`src/pkg/trib_status_consts.svh`:
```
// Offsets, field positions, reset values and timing counts of the tributary status logic
`ifndef TRIB_STATUS_CONSTS_SVH
`define TRIB_STATUS_CONSTS_SVH
`define N_PORT         8
`define N_SUPPLY       4
`define N_FPGA         2
`define N_EVT          5
`define TMO_W          17
`define CLK_MHZ        100
`define CFG_TIMEOUT_US 1000
`define A_CTRL         8'h00
`define A_PROV         8'h04
`define A_STATUS       8'h08
`define A_QUAL         8'h0c
`define A_FL_ADDR      8'h10
`define A_FL_DATA      8'h14
`define A_IRQ_STAT     8'h18
`define A_IRQ_CLR      8'h1c
`define A_IRQ_EN       8'h20
`define CTRL_ACTIVE    0
`define CTRL_START     1
`define CTRL_NEWBANK   2
`define QUAL_TYPE_LSB  8
`define QUAL_EVAL_LSB  16
`define ST_STATE_LSB   16
`define ST_BANK        18
`define ST_REVERTED    19
`define ST_CFG_ALARM   20
`define ST_MF          21
`define ST_FL_BUSY     22
`define EV_SUPPLY      0
`define EV_CFG_FAIL    1
`define EV_REVERT      2
`define EV_UNQUAL      3
`define EV_HOTPLUG     4
`define RST_NEWBANK    1'b0
`define RST_MF         1'b1
`endif

```
`src/pkg/trib_status_pkg.sv`:
```
// Types shared by the tributary status logic
`default_nettype none
`include "trib_status_consts.svh"
package trib_status_pkg;

  typedef enum logic [1:0] {
    CS_START = 2'b00,
    CS_WAIT  = 2'b01,
    CS_RUN   = 2'b11,
    CS_FAIL  = 2'b10
  } cfg_state_t;

  typedef struct packed {
    logic                  ack;
    logic [31:0]           rdata;
    logic                  active;
    logic                  new_bank;
    logic [`N_PORT-1:0]    prov;
    logic [`N_PORT-1:0]    approved;
    logic [`N_PORT-1:0]    typeok;
    logic [`N_PORT-1:0]    evald;
    logic [`N_PORT-1:0]    present_q;
    logic [`N_PORT-1:0]    unq;
    logic [`N_PORT-1:0]    txdis;
    cfg_state_t            cfg_state;
    logic                  bank;
    logic                  reverted;
    logic                  cfg_alarm;
    logic                  cfg_start;
    logic [`TMO_W-1:0]     tmo;
    logic [23:0]           fl_addr;
    logic [31:0]           fl_data;
    logic                  fl_wr;
    logic [`N_EVT-1:0]     sticky;
    logic [`N_EVT-1:0]     irq_en;
    logic                  irq;
    logic                  mf;
    logic                  act;
    logic                  sf;
    logic                  sg;
    logic                  sy;
  } state_t;

endpackage
`default_nettype wire

```
`src/core/trib_status.sv`:
```
// Front-panel indicators, optic qualification and FPGA configuration sequencing of the tributary card
//
// Notes on behaviour
// Failure indicator red on any card failure
// Active indicator green while card active
// Signal-fail yellow when provisioned port alarms
// Presence green when all provisioned ports lit
// No provisioning: green if any port lit
// Presence yellow when provisioned port dark
// Presence off: nothing provisioned, nothing lit
// One presence indicator for all ports
// Load FPGAs automatically after reset
// Two flash banks, revert on bad image
// Controller may reload; alarm on failure
// Flash rewritable through software download
// Right type, unapproved: in service, alarm
// Wrong type, unapproved: disabled, alarm
// Hot plug re-evaluates each port
// Eight ports, STM-1 rate only
// Supply out of limits means module failure
// Indicators registered, safe during reset
//
// Decided for this implementation: the Avalon-MM register port and the register offsets.
`default_nettype none
`include "trib_status_consts.svh"

module trib_status
  import trib_status_pkg::*;
#(
  parameter int CFG_TMO_CYC = `CFG_TIMEOUT_US * `CLK_MHZ
) (
  // Clock and reset
  input  wire logic                 clk_sys,
  input  wire logic                 rst,
  // Avalon-MM register slave
  input  wire logic [7:0]           address,
  input  wire logic                 read,
  input  wire logic                 write,
  input  wire logic [31:0]          writedata,
  output var  logic [31:0]          readdata,
  output var  logic                 waitrequest,
  // Pluggable optics
  input  wire logic [`N_PORT-1:0]   sfp_present,
  input  wire logic [`N_PORT-1:0]   sfp_los,
  input  wire logic [`N_PORT-1:0]   port_alarm,
  output var  logic [`N_PORT-1:0]   sfp_tx_disable,
  // Supply monitors
  input  wire logic [`N_SUPPLY-1:0] supply_good,
  // FPGA configuration chain
  output var  logic                 cfg_start,
  output var  logic                 cfg_bank,
  input  wire logic                 cfg_done,
  input  wire logic [`N_FPGA-1:0]   cfg_ok,
  // Flash programming
  output var  logic                 flash_wr,
  output var  logic [23:0]          flash_addr,
  output var  logic [31:0]          flash_data,
  input  wire logic                 flash_busy,
  // Indicators and interrupt
  output var  logic                 module_failure_led,
  output var  logic                 active_state_led,
  output var  logic                 signal_fail_led,
  output var  logic                 optical_presence_led_green,
  output var  logic                 optical_presence_led_yellow,
  output var  logic                 irq
);

  localparam logic [`TMO_W-1:0] TMO_LIM = CFG_TMO_CYC[`TMO_W-1:0];

  state_t                st;
  state_t                n;
  logic                  bus_wr;
  logic                  bus_rd;
  logic                  trig;
  logic                  fault;
  logic                  miss;
  logic [`N_PORT-1:0]    sig;
  logic [`N_PORT-1:0]    chg;
  logic [`N_EVT-1:0]     ev;
  logic [`N_EVT-1:0]     clr;
  logic [31:0]           rd;
  logic                  qual_wr;
  logic [`N_PORT-1:0]    wrong_opt;
  logic [`N_PORT-1:0]    right_opt;

  // A request is answered one cycle after it is seen
  assign waitrequest = (read | write) & ~st.ack;
  assign bus_wr      = write & st.ack;
  assign bus_rd      = read & ~st.ack;
  assign trig        = bus_wr && address == `A_CTRL && writedata[`CTRL_START];
  assign fault       = ~&supply_good;
  assign sig         = sfp_present & ~sfp_los;
  assign chg         = sfp_present ^ st.present_q;
  assign miss        = |(st.prov & ~sig);
  assign qual_wr     = bus_wr && address == `A_QUAL;
  // Unapproved optics whose ruling no hot plug voids this cycle, split by type
  assign wrong_opt   = st.evald & sfp_present & st.present_q & ~st.approved & ~st.typeok;
  assign right_opt   = st.evald & sfp_present & st.present_q & ~st.approved & st.typeok;

  always_comb begin
    rd = '0;
    case (address)
      `A_CTRL: begin
        rd[`CTRL_ACTIVE]  = st.active;
        rd[`CTRL_NEWBANK] = st.new_bank;
      end
      `A_PROV: begin
        rd[`N_PORT-1:0] = st.prov;
      end
      `A_STATUS: begin
        rd[`N_PORT-1:0]            = st.unq;
        rd[`N_PORT+:`N_PORT]       = st.txdis;
        rd[`ST_STATE_LSB+:2]       = st.cfg_state;
        rd[`ST_BANK]               = st.bank;
        rd[`ST_REVERTED]           = st.reverted;
        rd[`ST_CFG_ALARM]          = st.cfg_alarm;
        rd[`ST_MF]                 = st.mf;
        rd[`ST_FL_BUSY]            = flash_busy;
      end
      `A_QUAL: begin
        rd[`N_PORT-1:0]            = st.approved;
        rd[`QUAL_TYPE_LSB+:`N_PORT] = st.typeok;
        rd[`QUAL_EVAL_LSB+:`N_PORT] = st.evald;
      end
      `A_FL_ADDR: begin
        rd[23:0] = st.fl_addr;
      end
      `A_IRQ_STAT: begin
        rd[`N_EVT-1:0] = st.sticky;
      end
      `A_IRQ_EN: begin
        rd[`N_EVT-1:0] = st.irq_en;
      end
      default: begin
        rd = '0;
      end
    endcase
  end

  always_comb begin
    n           = st;
    ev          = '0;
    clr         = '0;
    n.ack       = (read | write) & ~st.ack;
    n.cfg_start = 1'b0;
    n.fl_wr     = 1'b0;
    if (bus_rd) begin
      n.rdata = rd;
    end
    if (bus_wr) begin
      case (address)
        `A_CTRL: begin
          n.active   = writedata[`CTRL_ACTIVE];
          n.new_bank = writedata[`CTRL_NEWBANK];
        end
        `A_PROV: begin
          n.prov = writedata[`N_PORT-1:0];
        end
        `A_QUAL: begin
          // Software rules on each present optic after reading its identity
          n.approved = writedata[`N_PORT-1:0];
          n.typeok   = writedata[`QUAL_TYPE_LSB+:`N_PORT];
          n.evald    = sfp_present;
        end
        `A_FL_ADDR: begin
          n.fl_addr = writedata[23:0];
        end
        `A_FL_DATA: begin
          // A word written while the flash is busy is dropped
          if (!flash_busy) begin
            n.fl_data = writedata;
            n.fl_wr   = 1'b1;
          end
        end
        `A_IRQ_CLR: begin
          clr = writedata[`N_EVT-1:0];
        end
        `A_IRQ_EN: begin
          n.irq_en = writedata[`N_EVT-1:0];
        end
        default: begin
          n.irq_en = st.irq_en;
        end
      endcase
    end

    // Insertion or removal voids the earlier ruling; wins over a software write
    n.present_q = sfp_present;
    n.evald     = n.evald & ~chg;
    n.approved  = n.approved & ~chg;
    n.typeok    = n.typeok & ~chg;
    ev[`EV_HOTPLUG] = |chg;
    // Unruled optics go dark the cycle after they appear; sfp_tx_disable is low in reset and in that first cycle, so any part can light the fibre
    n.txdis = sfp_present & ~(n.evald & (n.approved | n.typeok));
    n.unq   = n.evald & sfp_present & ~n.approved;
    ev[`EV_UNQUAL] = |(n.unq & ~st.unq);

    case (st.cfg_state)
      CS_START: begin
        n.cfg_start = 1'b1;
        n.tmo       = '0;
        n.cfg_state = CS_WAIT;
      end
      CS_WAIT: begin
        n.tmo = st.tmo + 1'b1;
        if (cfg_done && (&cfg_ok)) begin
          n.cfg_state = CS_RUN;
          n.cfg_alarm = 1'b0;
        end else if (cfg_done || st.tmo == TMO_LIM) begin
          if (!st.reverted) begin
            n.reverted  = 1'b1;
            n.bank      = ~st.bank;
            n.cfg_state = CS_START;
            ev[`EV_REVERT] = 1'b1;
          end else begin
            n.cfg_state = CS_FAIL;
            n.cfg_alarm = 1'b1;
            ev[`EV_CFG_FAIL] = 1'b1;
          end
        end
      end
      CS_RUN, CS_FAIL: begin
        // A reload request during loading is ignored
        if (trig) begin
          n.cfg_state = CS_START;
          n.bank      = n.new_bank;
          n.reverted  = 1'b0;
        end
      end
      default: begin
        n.cfg_state = CS_FAIL;
      end
    endcase

    ev[`EV_SUPPLY] = fault;
    n.sticky = (st.sticky & ~clr) | ev;
    n.irq    = |(n.sticky & n.irq_en);

    n.mf  = fault | (st.cfg_state == CS_FAIL);
    n.act = st.active;
    n.sf  = |(st.prov & port_alarm);
    // One indicator summarises every port
    n.sy  = miss;
    n.sg  = (|st.prov) ? ~miss : (|sig);
  end

  always_ff @(posedge clk_sys or posedge rst) begin
    if (rst) begin
      st          <= '0;
      st.mf       <= `RST_MF;
      st.new_bank <= `RST_NEWBANK;
      st.bank     <= `RST_NEWBANK;
    end else begin
      st <= n;
    end
  end

  assign readdata                    = st.rdata;
  assign sfp_tx_disable              = st.txdis;
  assign cfg_start                   = st.cfg_start;
  assign cfg_bank                    = st.bank;
  assign flash_wr                    = st.fl_wr;
  assign flash_addr                  = st.fl_addr;
  assign flash_data                  = st.fl_data;
  assign module_failure_led          = st.mf;
  assign active_state_led            = st.act;
  assign signal_fail_led             = st.sf;
  assign optical_presence_led_green  = st.sg;
  assign optical_presence_led_yellow = st.sy;
  assign irq                         = st.irq;
endmodule // trib_status
`default_nettype wire

```
`config.mk`:
```
export PLATFORM = sky130hd
export DESIGN_NAME = trib_status
export DESIGN_NICKNAME = d
export VERILOG_FILES = /design/src/pkg/trib_status_pkg.sv /design/src/core/trib_status.sv
export VERILOG_INCLUDE_DIRS = /design/src /design/src/pkg
export SDC_FILE = /design/constraint.sdc
export NUM_CORES = 1
export LEC_CHECK = 0
export BUFFER_PORTS_ARGS = -buffer_cell sky130_fd_sc_hd__buf_2
export CORE_UTILIZATION = 57
export CTS_BUF_LIST = sky130_fd_sc_hd__clkbuf_2
export DETAILED_ROUTE_END_ITERATION = 10
export PLACE_DENSITY = 0.91
export SLEW_MARGIN = 20
export SYNTH_ARGS = -nofsm -noshare
export SYNTH_HDL_FRONTEND = slang
export SYNTH_SLANG_ARGS = --single-unit
```
`constraint.sdc`:
```
create_clock -name clk_sys -period 6.9 [get_ports clk_sys]
set_input_delay 0.345 -clock clk_sys [delete_from_list [all_inputs] [get_ports clk_sys]]
set_output_delay 0.345 -clock clk_sys [all_outputs]
set_load 0.05 [all_outputs]
```
==> results of run 1 <==
## worst max path at each step
stage / endpoint / slack [ns]
6_report: flash_data[18] / 3.93
5_1_grt: flash_data[12] / 3.83
4_1_cts: flash_data[17] / 4.07
3_5_place_dp: flash_data[18] / 3.76
3_3_place_gp: flash_data[13] / 3.89
2_1_floorplan: active_state_led / 1.70
## critical path, delay by kind of cell
kind	cells	cell delay, ns
buffers and inverters	3	1.13
multiplexers	1	0.39
AND/OR/NAND/NOR	3	1.75
## cells by family (layout without fill, tap and decap cells)
family / after synthesis / count (layout) / share of synthesized area
mux: 84 / 84 / 0.106
compound gates: 160 / 160 / 0.127
xor+xnor: 18 / 18 / 0.0180
simple gates: 212 / 212 / 0.127
flops: 179 / 179 / 0.511
other cells: 1 / 9 / 0.000428
buf+inv: 144 / 288 / 0.108
fa+ha+maj: 2 / 2 / 0.00286
## cell usage in the layout (no fill, tap or decap), types with 6 or more instances in the layout
cell	instances
dfrtp_1	178
buf_2	173
nand2_1	72
dlygate4sd3_1	60
mux2_2	53
nor2_1	48
a21oi_1	37
o21ai_0	26
a22o_1	23
clkbuf_2	20
mux2_1	18
inv_1	15
xor2_1	15
nand2b_1	13
mux2i_1	13
a22oi_1	12
nand4_1	11
nand3_1	8
nor3_1	8
conb_1	8
buf_4	8
a221oi_1	6
a21o_1	6
a211oi_1	6
## registers in the layout (all words and copies together) (netlist names)
| signal | cells |
|---|---|
| module_failure_led | 1 |
| optical_presence_led_green | 1 |
| signal_fail_led | 1 |
| flash_data | 32 |
| optical_presence_led_yellow | 1 |
| flash_addr | 24 |
| readdata | 24 |
| cfg_bank | 1 |
| irq | 1 |
| sfp_tx_disable | 8 |
| cfg_start | 1 |
| n | 1 |
| flash_wr | 1 |
| active_state_led | 1 |
| st | 81 |
## area by class of cell
type                    count  area, sq um
diodes                      1         2.50
fillers                  1098         4840
repair buffers            242         1540
flip-flops and latches    179         4480
clock inverters            10          113
clock buffers              20          100
multi-input cells         484         3380
inverters                  16         65.1
well taps                 184          230
## power by group through the flow
stage	Clock (mW)	Sequential, mW	Combinational (mW)
global route	0.564	1.16	0.350
floorplan	0	1.18	0.199
detailed placement	0	1.17	0.293
finish	0.510	1.16	0.323
global placement	0	1.17	0.286
CTS	0.523	1.15	0.321
## cell usage after synthesis (3+ instances only)
master / count
a211oi_1: 6
nand3_1: 8
dfrtp_1: 178
a222oi_1: 3
or3_1: 4
mux2_1: 18
a22oi_1: 12
and2_1: 4
mux2i_1: 13
nor3_1: 9
nor4_1: 5
inv_1: 16
a22o_1: 23
o21ai_0: 26
nor3_4: 3
nand2_1: 72
buf_6: 3
a21oi_1: 37
clkbuf_1: 16
nand2b_1: 13
o21ai_1: 5
nor2b_1: 4
nor2_1: 48
a311oi_1: 3
o21a_1: 4
xor2_1: 15
mux2_2: 53
nand4_1: 11
xnor2_1: 3
buf_2: 12
a21o_1: 6
buf_4: 96
a221oi_1: 6
nor4b_1: 5
a31oi_1: 3
a32o_1: 3
## routing by layer
layer,wire (um),part of all wire,GRT usage,vias up
met3,1740,0.078,0.0565,55
met5,0,0,0,-
li1,-,-,-,3029
met1,9130,0.41,0.388,3266
met2,10900,0.49,0.486,344
met4,630,0.028,0.124,0
==> results.md, run 1 <==
- Run status: finished clean
- DRT iter0 DRCs: 619
- Port buffer count: 173
- Crit Reg-Reg Startpoint: st[186]
- Drt first pass iters: 5
- TritonCTS clock tree: built
- Layout area overhead: 13.1%
- Cells after Synth: 800
- Combinational share of power: 0.162
- Root buffer cell: clkbuf_2
- Leak: 4.94 nW
- EDFF count, synth: 0
- Min-delay worst type: in2reg
- Initial antenna violation count: 1
- First-pass GRT wire length: 35.9 mm
- CTS Hold Bufs: 60
- Largest fanout on the critical path: 22
- Worst setup SP type: input port
- Mean routed wirelength per cell: 19.7 um
- Internal power: 1.37 mW
- Post-synth ARST share: 1.00
- Hold Vio Cnt, Final: 0
- Register area share after synthesis: 0.511
- Cell area after synthesis: 8760 sq um
- Pre-CTS WS: 3.76 ns
- Final period utilization: 0.430
- WHS Path Cells: 4
- CP max stage delay: 0.78 ns
- Post-synth top flop: dfrtp_1
- Setup Crit Path Kind: in2reg
- Crit path time final: 2.97 ns
- Net Sw Power: 617 uW
- Final Core Density: 0.672
- Row count: 44
- Setup bufs post-CTS: 0
- Area after DPL: 9080 sq um
- Clk pwr share: 0.257
- Final wirelength: 22.4 mm
- Total global routing overflow: 0
- Die area: 15900 sq um
- Final Wtd Congestion: 0.922
- Final setup fails: 0
- Top cell type's share of synthesized area: 0.508
- Pwr Total: 1.99 mW
- Hpwl dp: 15.1 mm
- Core area: 14800 sq um
- CTS resizes: 0
- H-tree Lvls: 4
- Worst-path cell chain: dlygate4sd3_1 -> buf_2 -> nor4b_1 -> nand2_1 -> nor3_2 -> buf_4 -> mux2_2
- CP max-delay cell: nor4b_1
- Critical path launch point: address[7]
- Starting density of the core: 0.594
- Final net count: 1018
- Largest net degree at the start of global routing: 107
- Cell Pwr Density: 201 nW/um^2
- Slew HR: 0.341
- Clk sinks: 179
- Clock slew at reported path FFs: 0.22 ns
- Crit end category: register
- Gr usage total: 0.296
- Reg2reg path depth: 5
- Terminus of the critical flop-to-flop path: flash_data[18]
- Highest clock rate: 0.337 GHz
- Net switching fraction of the power: 0.310
- Top cells by area, synth: dfrtp_1 51%, buf_4 8.2%, mux2_2 6.8%, nand2_1 3.1%, mux2_1 2.3%
- Yosys warnings: 0
- R2r setup slk: 4.05 ns
- Number of buffers created by CTS: 17
- RSZ-0062 raised after global routing: no
- Max-cap violations: 0
- Placed insts: 1044
- Max Slew Vio Count: 0
- Number of I/O pins: 182
- Hold EP: st[106]
- DIE WIDTH: 126 um
- Synth unique cells: 72
- Post-route ant nets: 0
- Clock tree buffer depth: 2
- Post-route cell area: 9910 sq um
- Worst Hold Slack: 0.0702 ns
- CP required: 7.58 ns
- Worst skew pair latency: 0.78 ns
- Number of synthesized register bits: 179
- Layout Skew: 0.0401 ns
- Via count: 6694
- Worst IR Drop VDD: 0.129 mV
- Critical path arrival: 3.65 ns
- Share of layout cells above drive strength 1: 0.298
- Vias/cell: 5.89
- Chip height: 126 um
- Min-delay src: address[5]
- Post-Layout Cell Count: 1136
- Seq pwr share: 0.581
- Worst Tran Pin Value: 0.983 ns
- Drt drc: 0
- Final worst slack: 3.93 ns
- Total negative slack: 0 ns
- Synth Area per Inst: 11.0 sq um
- Via count of the first global-routing pass: 6798
- Area leader, netlist: dfrtp_1
Power figures use the tool's default switching activity.
==> inputs of run 2 (changes only) <==
--- a/config.mk
+++ b/config.mk
@@ -7,10 +7,10 @@
 export NUM_CORES = 1
 export LEC_CHECK = 0
 export BUFFER_PORTS_ARGS = -buffer_cell sky130_fd_sc_hd__buf_2
-export CORE_UTILIZATION = 57
+export CORE_UTILIZATION = 51
 export CTS_BUF_LIST = sky130_fd_sc_hd__clkbuf_2
 export DETAILED_ROUTE_END_ITERATION = 10
-export PLACE_DENSITY = 0.91
+export PLACE_DENSITY = 0.86
 export SLEW_MARGIN = 20
 export SYNTH_ARGS = -nofsm -noshare
 export SYNTH_HDL_FRONTEND = slang
==> constraint.sdc (replaced) <==
create_clock -name clk_sys -period 2.6 [get_ports clk_sys]
set_input_delay 0.13 -clock clk_sys [delete_from_list [all_inputs] [get_ports clk_sys]]
set_output_delay 0.13 -clock clk_sys [all_outputs]
set_load 0.05 [all_outputs]
==> results.md, run 2 (same netlist as run 1, synthesis figures left out) <==
- Chip height: 133 um
- Total global routing overflow: 0
- Worst IR Drop VDD: 0.301 mV
- Worst Tran Pin Value: 0.714 ns
- Internal power: 3.70 mW
- Net Sw Power: 1.74 mW
- Via count of the first global-routing pass: 6723
- H-tree Lvls: 4
- Top reg by flops: st
- Via count: 6862
- Clock slew at reported path FFs: 0.26 ns
- Row count: 47
- Starting density of the core: 0.525
- Critical path arrival: 3.24 ns
- Largest fanout on the critical path: 7
- Core area: 16700 sq um
- CP required: 3.30 ns
- Run status: finished clean
- Min-delay worst type: in2reg
- Most common cell after layout, fill and taps aside: dfrtp_1
- Min-delay src: sfp_present[6]
- Share of layout cells above drive strength 1: 0.303
- Pwr Total: 5.44 mW
- Final worst slack: 0.0559 ns
- CP bufs+invs: 3
- Highest clock rate: 0.393 GHz
- Gr usage total: 0.264
- Seq pwr share: 0.560
- Top Family by Delay on Critical Path: buffers and inverters
- Total negative slack: 0 ns
- Vias/cell: 5.70
- Final Core Density: 0.618
- CP dominant cell by count: dlygate4sd3_1
- Root buffer cell: clkbuf_2
- Antenna Cells: 0
- Crit Reg-Reg Startpoint: st[186]
- Clk sinks: 179
- Most frequent cells in the layout: 178 x dfrtp_1, 173 x buf_2, 76 x dlygate4sd3_1
- Hold Vio Cnt, Final: 0
- Worst setup SP type: input port
- Final net count: 1048
- Leak: 5.09 nW
- Layout area overhead: 17.8%
- Max reg flops: 81
- Worst-path cell chain: dlygate4sd3_1 -> buf_2 -> or4_4 -> dlygate4sd3_1 -> o31ai_2 -> a21oi_1 -> a311oi_1 -> nand4_1 -> a211o_1
- Max-cap violations: 0
- Post-Layout Cell Count: 1203
- Initial antenna violation count: 0
- DIE WIDTH: 133 um
- Max Slew Vio Count: 0
- Post-route ant nets: 0
- Drt drc: 0
- Largest net degree at the start of global routing: 73
- Clk pwr share: 0.268
- Worst skew pair latency: 0.77 ns
- Port buffer count: 173
- Final period utilization: 0.978
- Drt first pass iters: 6
- Fillers: 1319
- Placed insts: 1095
- Crit path time final: 2.54 ns
- Pre-CTS WS: 0.326 ns
- Number of I/O pins: 182
- Final wirelength: 22.5 mm
- Layout Skew: 0.0433 ns
- Clock tree buffer depth: 2
- Die area: 17700 sq um
- Final setup fails: 0
- CP max-delay cell: dlygate4sd3_1
- First-pass GRT wire length: 35.6 mm
- Mean routed wirelength per cell: 18.7 um
- Combinational share of power: 0.173
- CP max stage delay: 0.65 ns
- Slew HR: 0.521
- TritonCTS clock tree: built
- Critical path launch point: address[7]
- DRT iter0 DRCs: 532
- Cell Pwr Density: 527 nW/um^2
- Hpwl dp: 15.8 mm
- RSZ-0062 raised after global routing: no
- Crit end category: register
- Net switching fraction of the power: 0.320
- Final Wtd Congestion: 0.920
- Setup Crit Path Kind: in2reg
- Number of buffers created by CTS: 17
[run 2: final timing paths]
kind / end / slack (ns) / cells after the start
worst max-delay path: irq / 0.06 / 9
worst min-delay path: st[118] / 0.07 / 2
worst max register to register: flash_addr[18] / 0.20 / 5
worst min register to register: active_state_led / 0.45 / 0
max in group asynchronous: module_failure_led / 1.24 / 5
min in group asynchronous: st[86] / 0.53 / 4
[run 2: repair_timing]
action	CTS	global route
endpoints found under the setup margin	0	1
hold buffers	76	0
resized for setup	0	1
hold endpoints to repair	320	0
buffers inserted	0	0
[run 2: worst reg2reg max path: cells and delay by family (launching register included)]
family	cells	cell delay [ns]
AND/OR/NAND/NOR	2	0.74
buffers and inverters	2	0.80
flip-flops	1	0.43
multiplexers	1	0.36
[run 2: metal layers]
| layer | GRT usage | vias up | routed length (um) |
|---|---|---|---|
| li1 | - | 3100 | - |
| met1 | 0.344 | 3367 | 9500 |
| met2 | 0.430 | 338 | 10700 |
| met3 | 0.0567 | 57 | 1590 |
| met4 | 0.104 | 0 | 669 |
| met5 | 0 | - | 0 |
[run 2: per-stage QoR]
stage	hold slack [ns]	instance area, sq um
after CTS	0.00838	10300
after floorplan	0.161	8790
after detailed placement	0.260	9310
after global placement	0.268	9310
final	0.0741	10300
after global routing	0.0217	10300
[run 2: area by class of cell]
class | instances | area [sq um] | area share
flip-flops and latches | 179 | 4480 | 0.434
clock buffers | 17 | 85.1 | 0.00824
inverters | 16 | 63.8 | 0.00618
repair buffers | 272 | 1870 | 0.182
well taps | 220 | 275 | 0.0267
clock inverters | 15 | 156 | 0.0152
multi-input cells | 484 | 3390 | 0.328
[run 2: power by group through the flow]
stage	Combinational [mW]	Sequential, mW	Clock [mW]
2_1_floorplan	0.527	3.13	0
3_3_place_gp	0.820	3.09	0
3_5_place_dp	0.837	3.09	0
4_1_cts	0.933	3.04	1.49
5_1_grt	1.01	3.06	1.58
6_report	0.939	3.05	1.46
==> inputs of run 3 (changes only) <==
--- a/config.mk
+++ b/config.mk
@@ -6,10 +6,12 @@
 export SDC_FILE = /design/constraint.sdc
 export NUM_CORES = 1
 export LEC_CHECK = 0
+export ABC_AREA = 0
 export BUFFER_PORTS_ARGS = -buffer_cell sky130_fd_sc_hd__buf_2
 export CORE_UTILIZATION = 51
 export CTS_BUF_LIST = sky130_fd_sc_hd__clkbuf_2
 export DETAILED_ROUTE_END_ITERATION = 10
+export HOLD_SLACK_MARGIN = 0.12
 export PLACE_DENSITY = 0.86
 export SLEW_MARGIN = 20
 export SYNTH_ARGS = -nofsm -noshare
==> results.md, run 3 (same netlist as run 1, synthesis figures left out) <==
- Initial antenna violation count: 0
- Worst skew pair latency: 0.77 ns
- Critical path arrival: 3.30 ns
- Max Slew Vio Count: 0
- Row count: 47
- Layout area overhead: 22.3%
- Final Wtd Congestion: 0.920
- Run status: finished with violations
- Layout Skew: 0.0417 ns
- Die area: 17700 sq um
- First-pass GRT wire length: 37.3 mm
- Largest fanout on the critical path: 5
- Post-route ant nets: 0
- CP required: 3.28 ns
- Max-cap violations: 0
- TritonCTS clock tree: built
- Hold Vio Cnt, Final: 0
- Gr usage total: 0.276
- Final period utilization: 1.01
- Starting density of the core: 0.525
- DRT iter0 DRCs: 600
- Total global routing overflow: 0
- Highest clock rate: 0.383 GHz
- Worst setup SP type: register
- Chip height: 133 um
- Post-Layout Cell Count: 1244
- Crit end category: register
- Final worst slack: -0.0131 ns
- Root buffer cell: clkbuf_2
- Slew HR: 0.532
- Setup Crit Path Kind: reg2reg
- Clk sinks: 179
- Most frequent cells in the layout: 176 x dfrtp_1, 173 x buf_2, 113 x dlygate4sd3_1
- Most common cell after layout, fill and taps aside: dfrtp_1
- Cell Pwr Density: 512 nW/um^2
- Via count: 7039
- Drt first pass iters: 9
- Port buffer count: 173
- Fillers: 1264
- Crit path time final: 2.61 ns
- Vias/cell: 5.66
- DIE WIDTH: 133 um
- Max reg flops: 81
- Via count of the first global-routing pass: 7040
- Drt drc: 0
- H-tree Lvls: 4
- Final wirelength: 23.7 mm
- Failing checks: setup timing
- Top reg by flops: st
- Placed insts: 1095
- Final net count: 1088
- Clock tree buffer depth: 2
- Final setup fails: 1
- Worst Tran Pin Value: 0.698 ns
- Worst IR Drop VDD: 0.355 mV
- Min-delay worst type: in2reg
- Mean routed wirelength per cell: 19.0 um
- Final Core Density: 0.641
- Share of layout cells above drive strength 1: 0.295
- Hpwl dp: 15.8 mm
- Number of buffers created by CTS: 17
- Pwr Total: 5.49 mW
- Core area: 16700 sq um
- Leak: 5.25 nW
- Largest net degree at the start of global routing: 73
- Number of I/O pins: 182
- Pre-CTS WS: 0.326 ns
- Clock slew at reported path FFs: 0.27 ns
-- run 3: cell count changes in the layout (fill, tap and decap cells not counted) --
cell           change
dlygate4sd3_1     +37
dfrtp_2            +2
buf_4              +3
nor4_1             +1
diode_2            +1
nor4_2             -1
dfrtp_1            -2
-- run 3: report_power, final --
part | total (mW) | switching, mW | internal [mW]
Combinational | 0.983 | 0.617 | 0.365
Clock | 1.46 | 1.02 | 0.445
Sequential | 3.05 | 0.126 | 2.92
-- run 3: area by class of cell --
type	instances	area [sq um]	area share
repair buffers	312	2270	0.212
inverters	16	63.8	0.00596
clock buffers	17	85.1	0.00794
well taps	220	275	0.0257
clock inverters	15	156	0.0146
diodes	1	2.50	0.000234
multi-input cells	484	3380	0.315
flip-flops and latches	179	4480	0.418
-- run 3: final timing paths --
path / from / endpoint / slack [ns] / depth (start not counted)
worst max-delay path: st[151] / signal_fail_led / -0.01 / 5
worst min-delay path: write / st[186] / 0.18 / 4
worst max register to register: st[151] / signal_fail_led / -0.01 / 5
worst min register to register: n[3] / active_state_led / 0.45 / 0
max in group asynchronous: rst / module_failure_led / 1.24 / 5
min in group asynchronous: rst / st[86] / 0.53 / 4
-- run 3: through the flow --
step / TNS, ns / instance area (sq um) / hold slack [ns]
detailed placement: 0 / 9310 / 0.260
CTS: 0 / 10700 / 0.122
floorplan: 0 / 8790 / 0.161
finish: -0.0131 / 10700 / 0.182
global route: -0.00483 / 10700 / 0.138
global placement: 0 / 9310 / 0.268
-- run 3: repair_timing --
| action | CTS | global route |
|---|---|---|
| resized for setup | 0 | 2 |
| setup endpoints to repair | 0 | 1 |
| hold buffers | 112 | 1 |
| hold endpoints to repair | 333 | 1 |
| setup buffers | 0 | 3 |
-- run 3: worst max-delay path, cell delays in order, from the launching register on --
cell and delay [ns]:
dfrtp_1 0.53, a22oi_1 0.18, dlygate4sd3_1 0.58, nand4_1 0.11
dlygate4sd3_1 0.57, dlygate4sd3_1 0.55
-- run 3: routing by layer --
layer | share of wire | up-vias | track usage
met2 | 0.48 | 347 | 0.450
met4 | 0.033 | 0 | 0.116
met1 | 0.42 | 3462 | 0.355
met3 | 0.071 | 64 | 0.0625
met5 | 0 | - | 0
li1 | - | 3166 | -
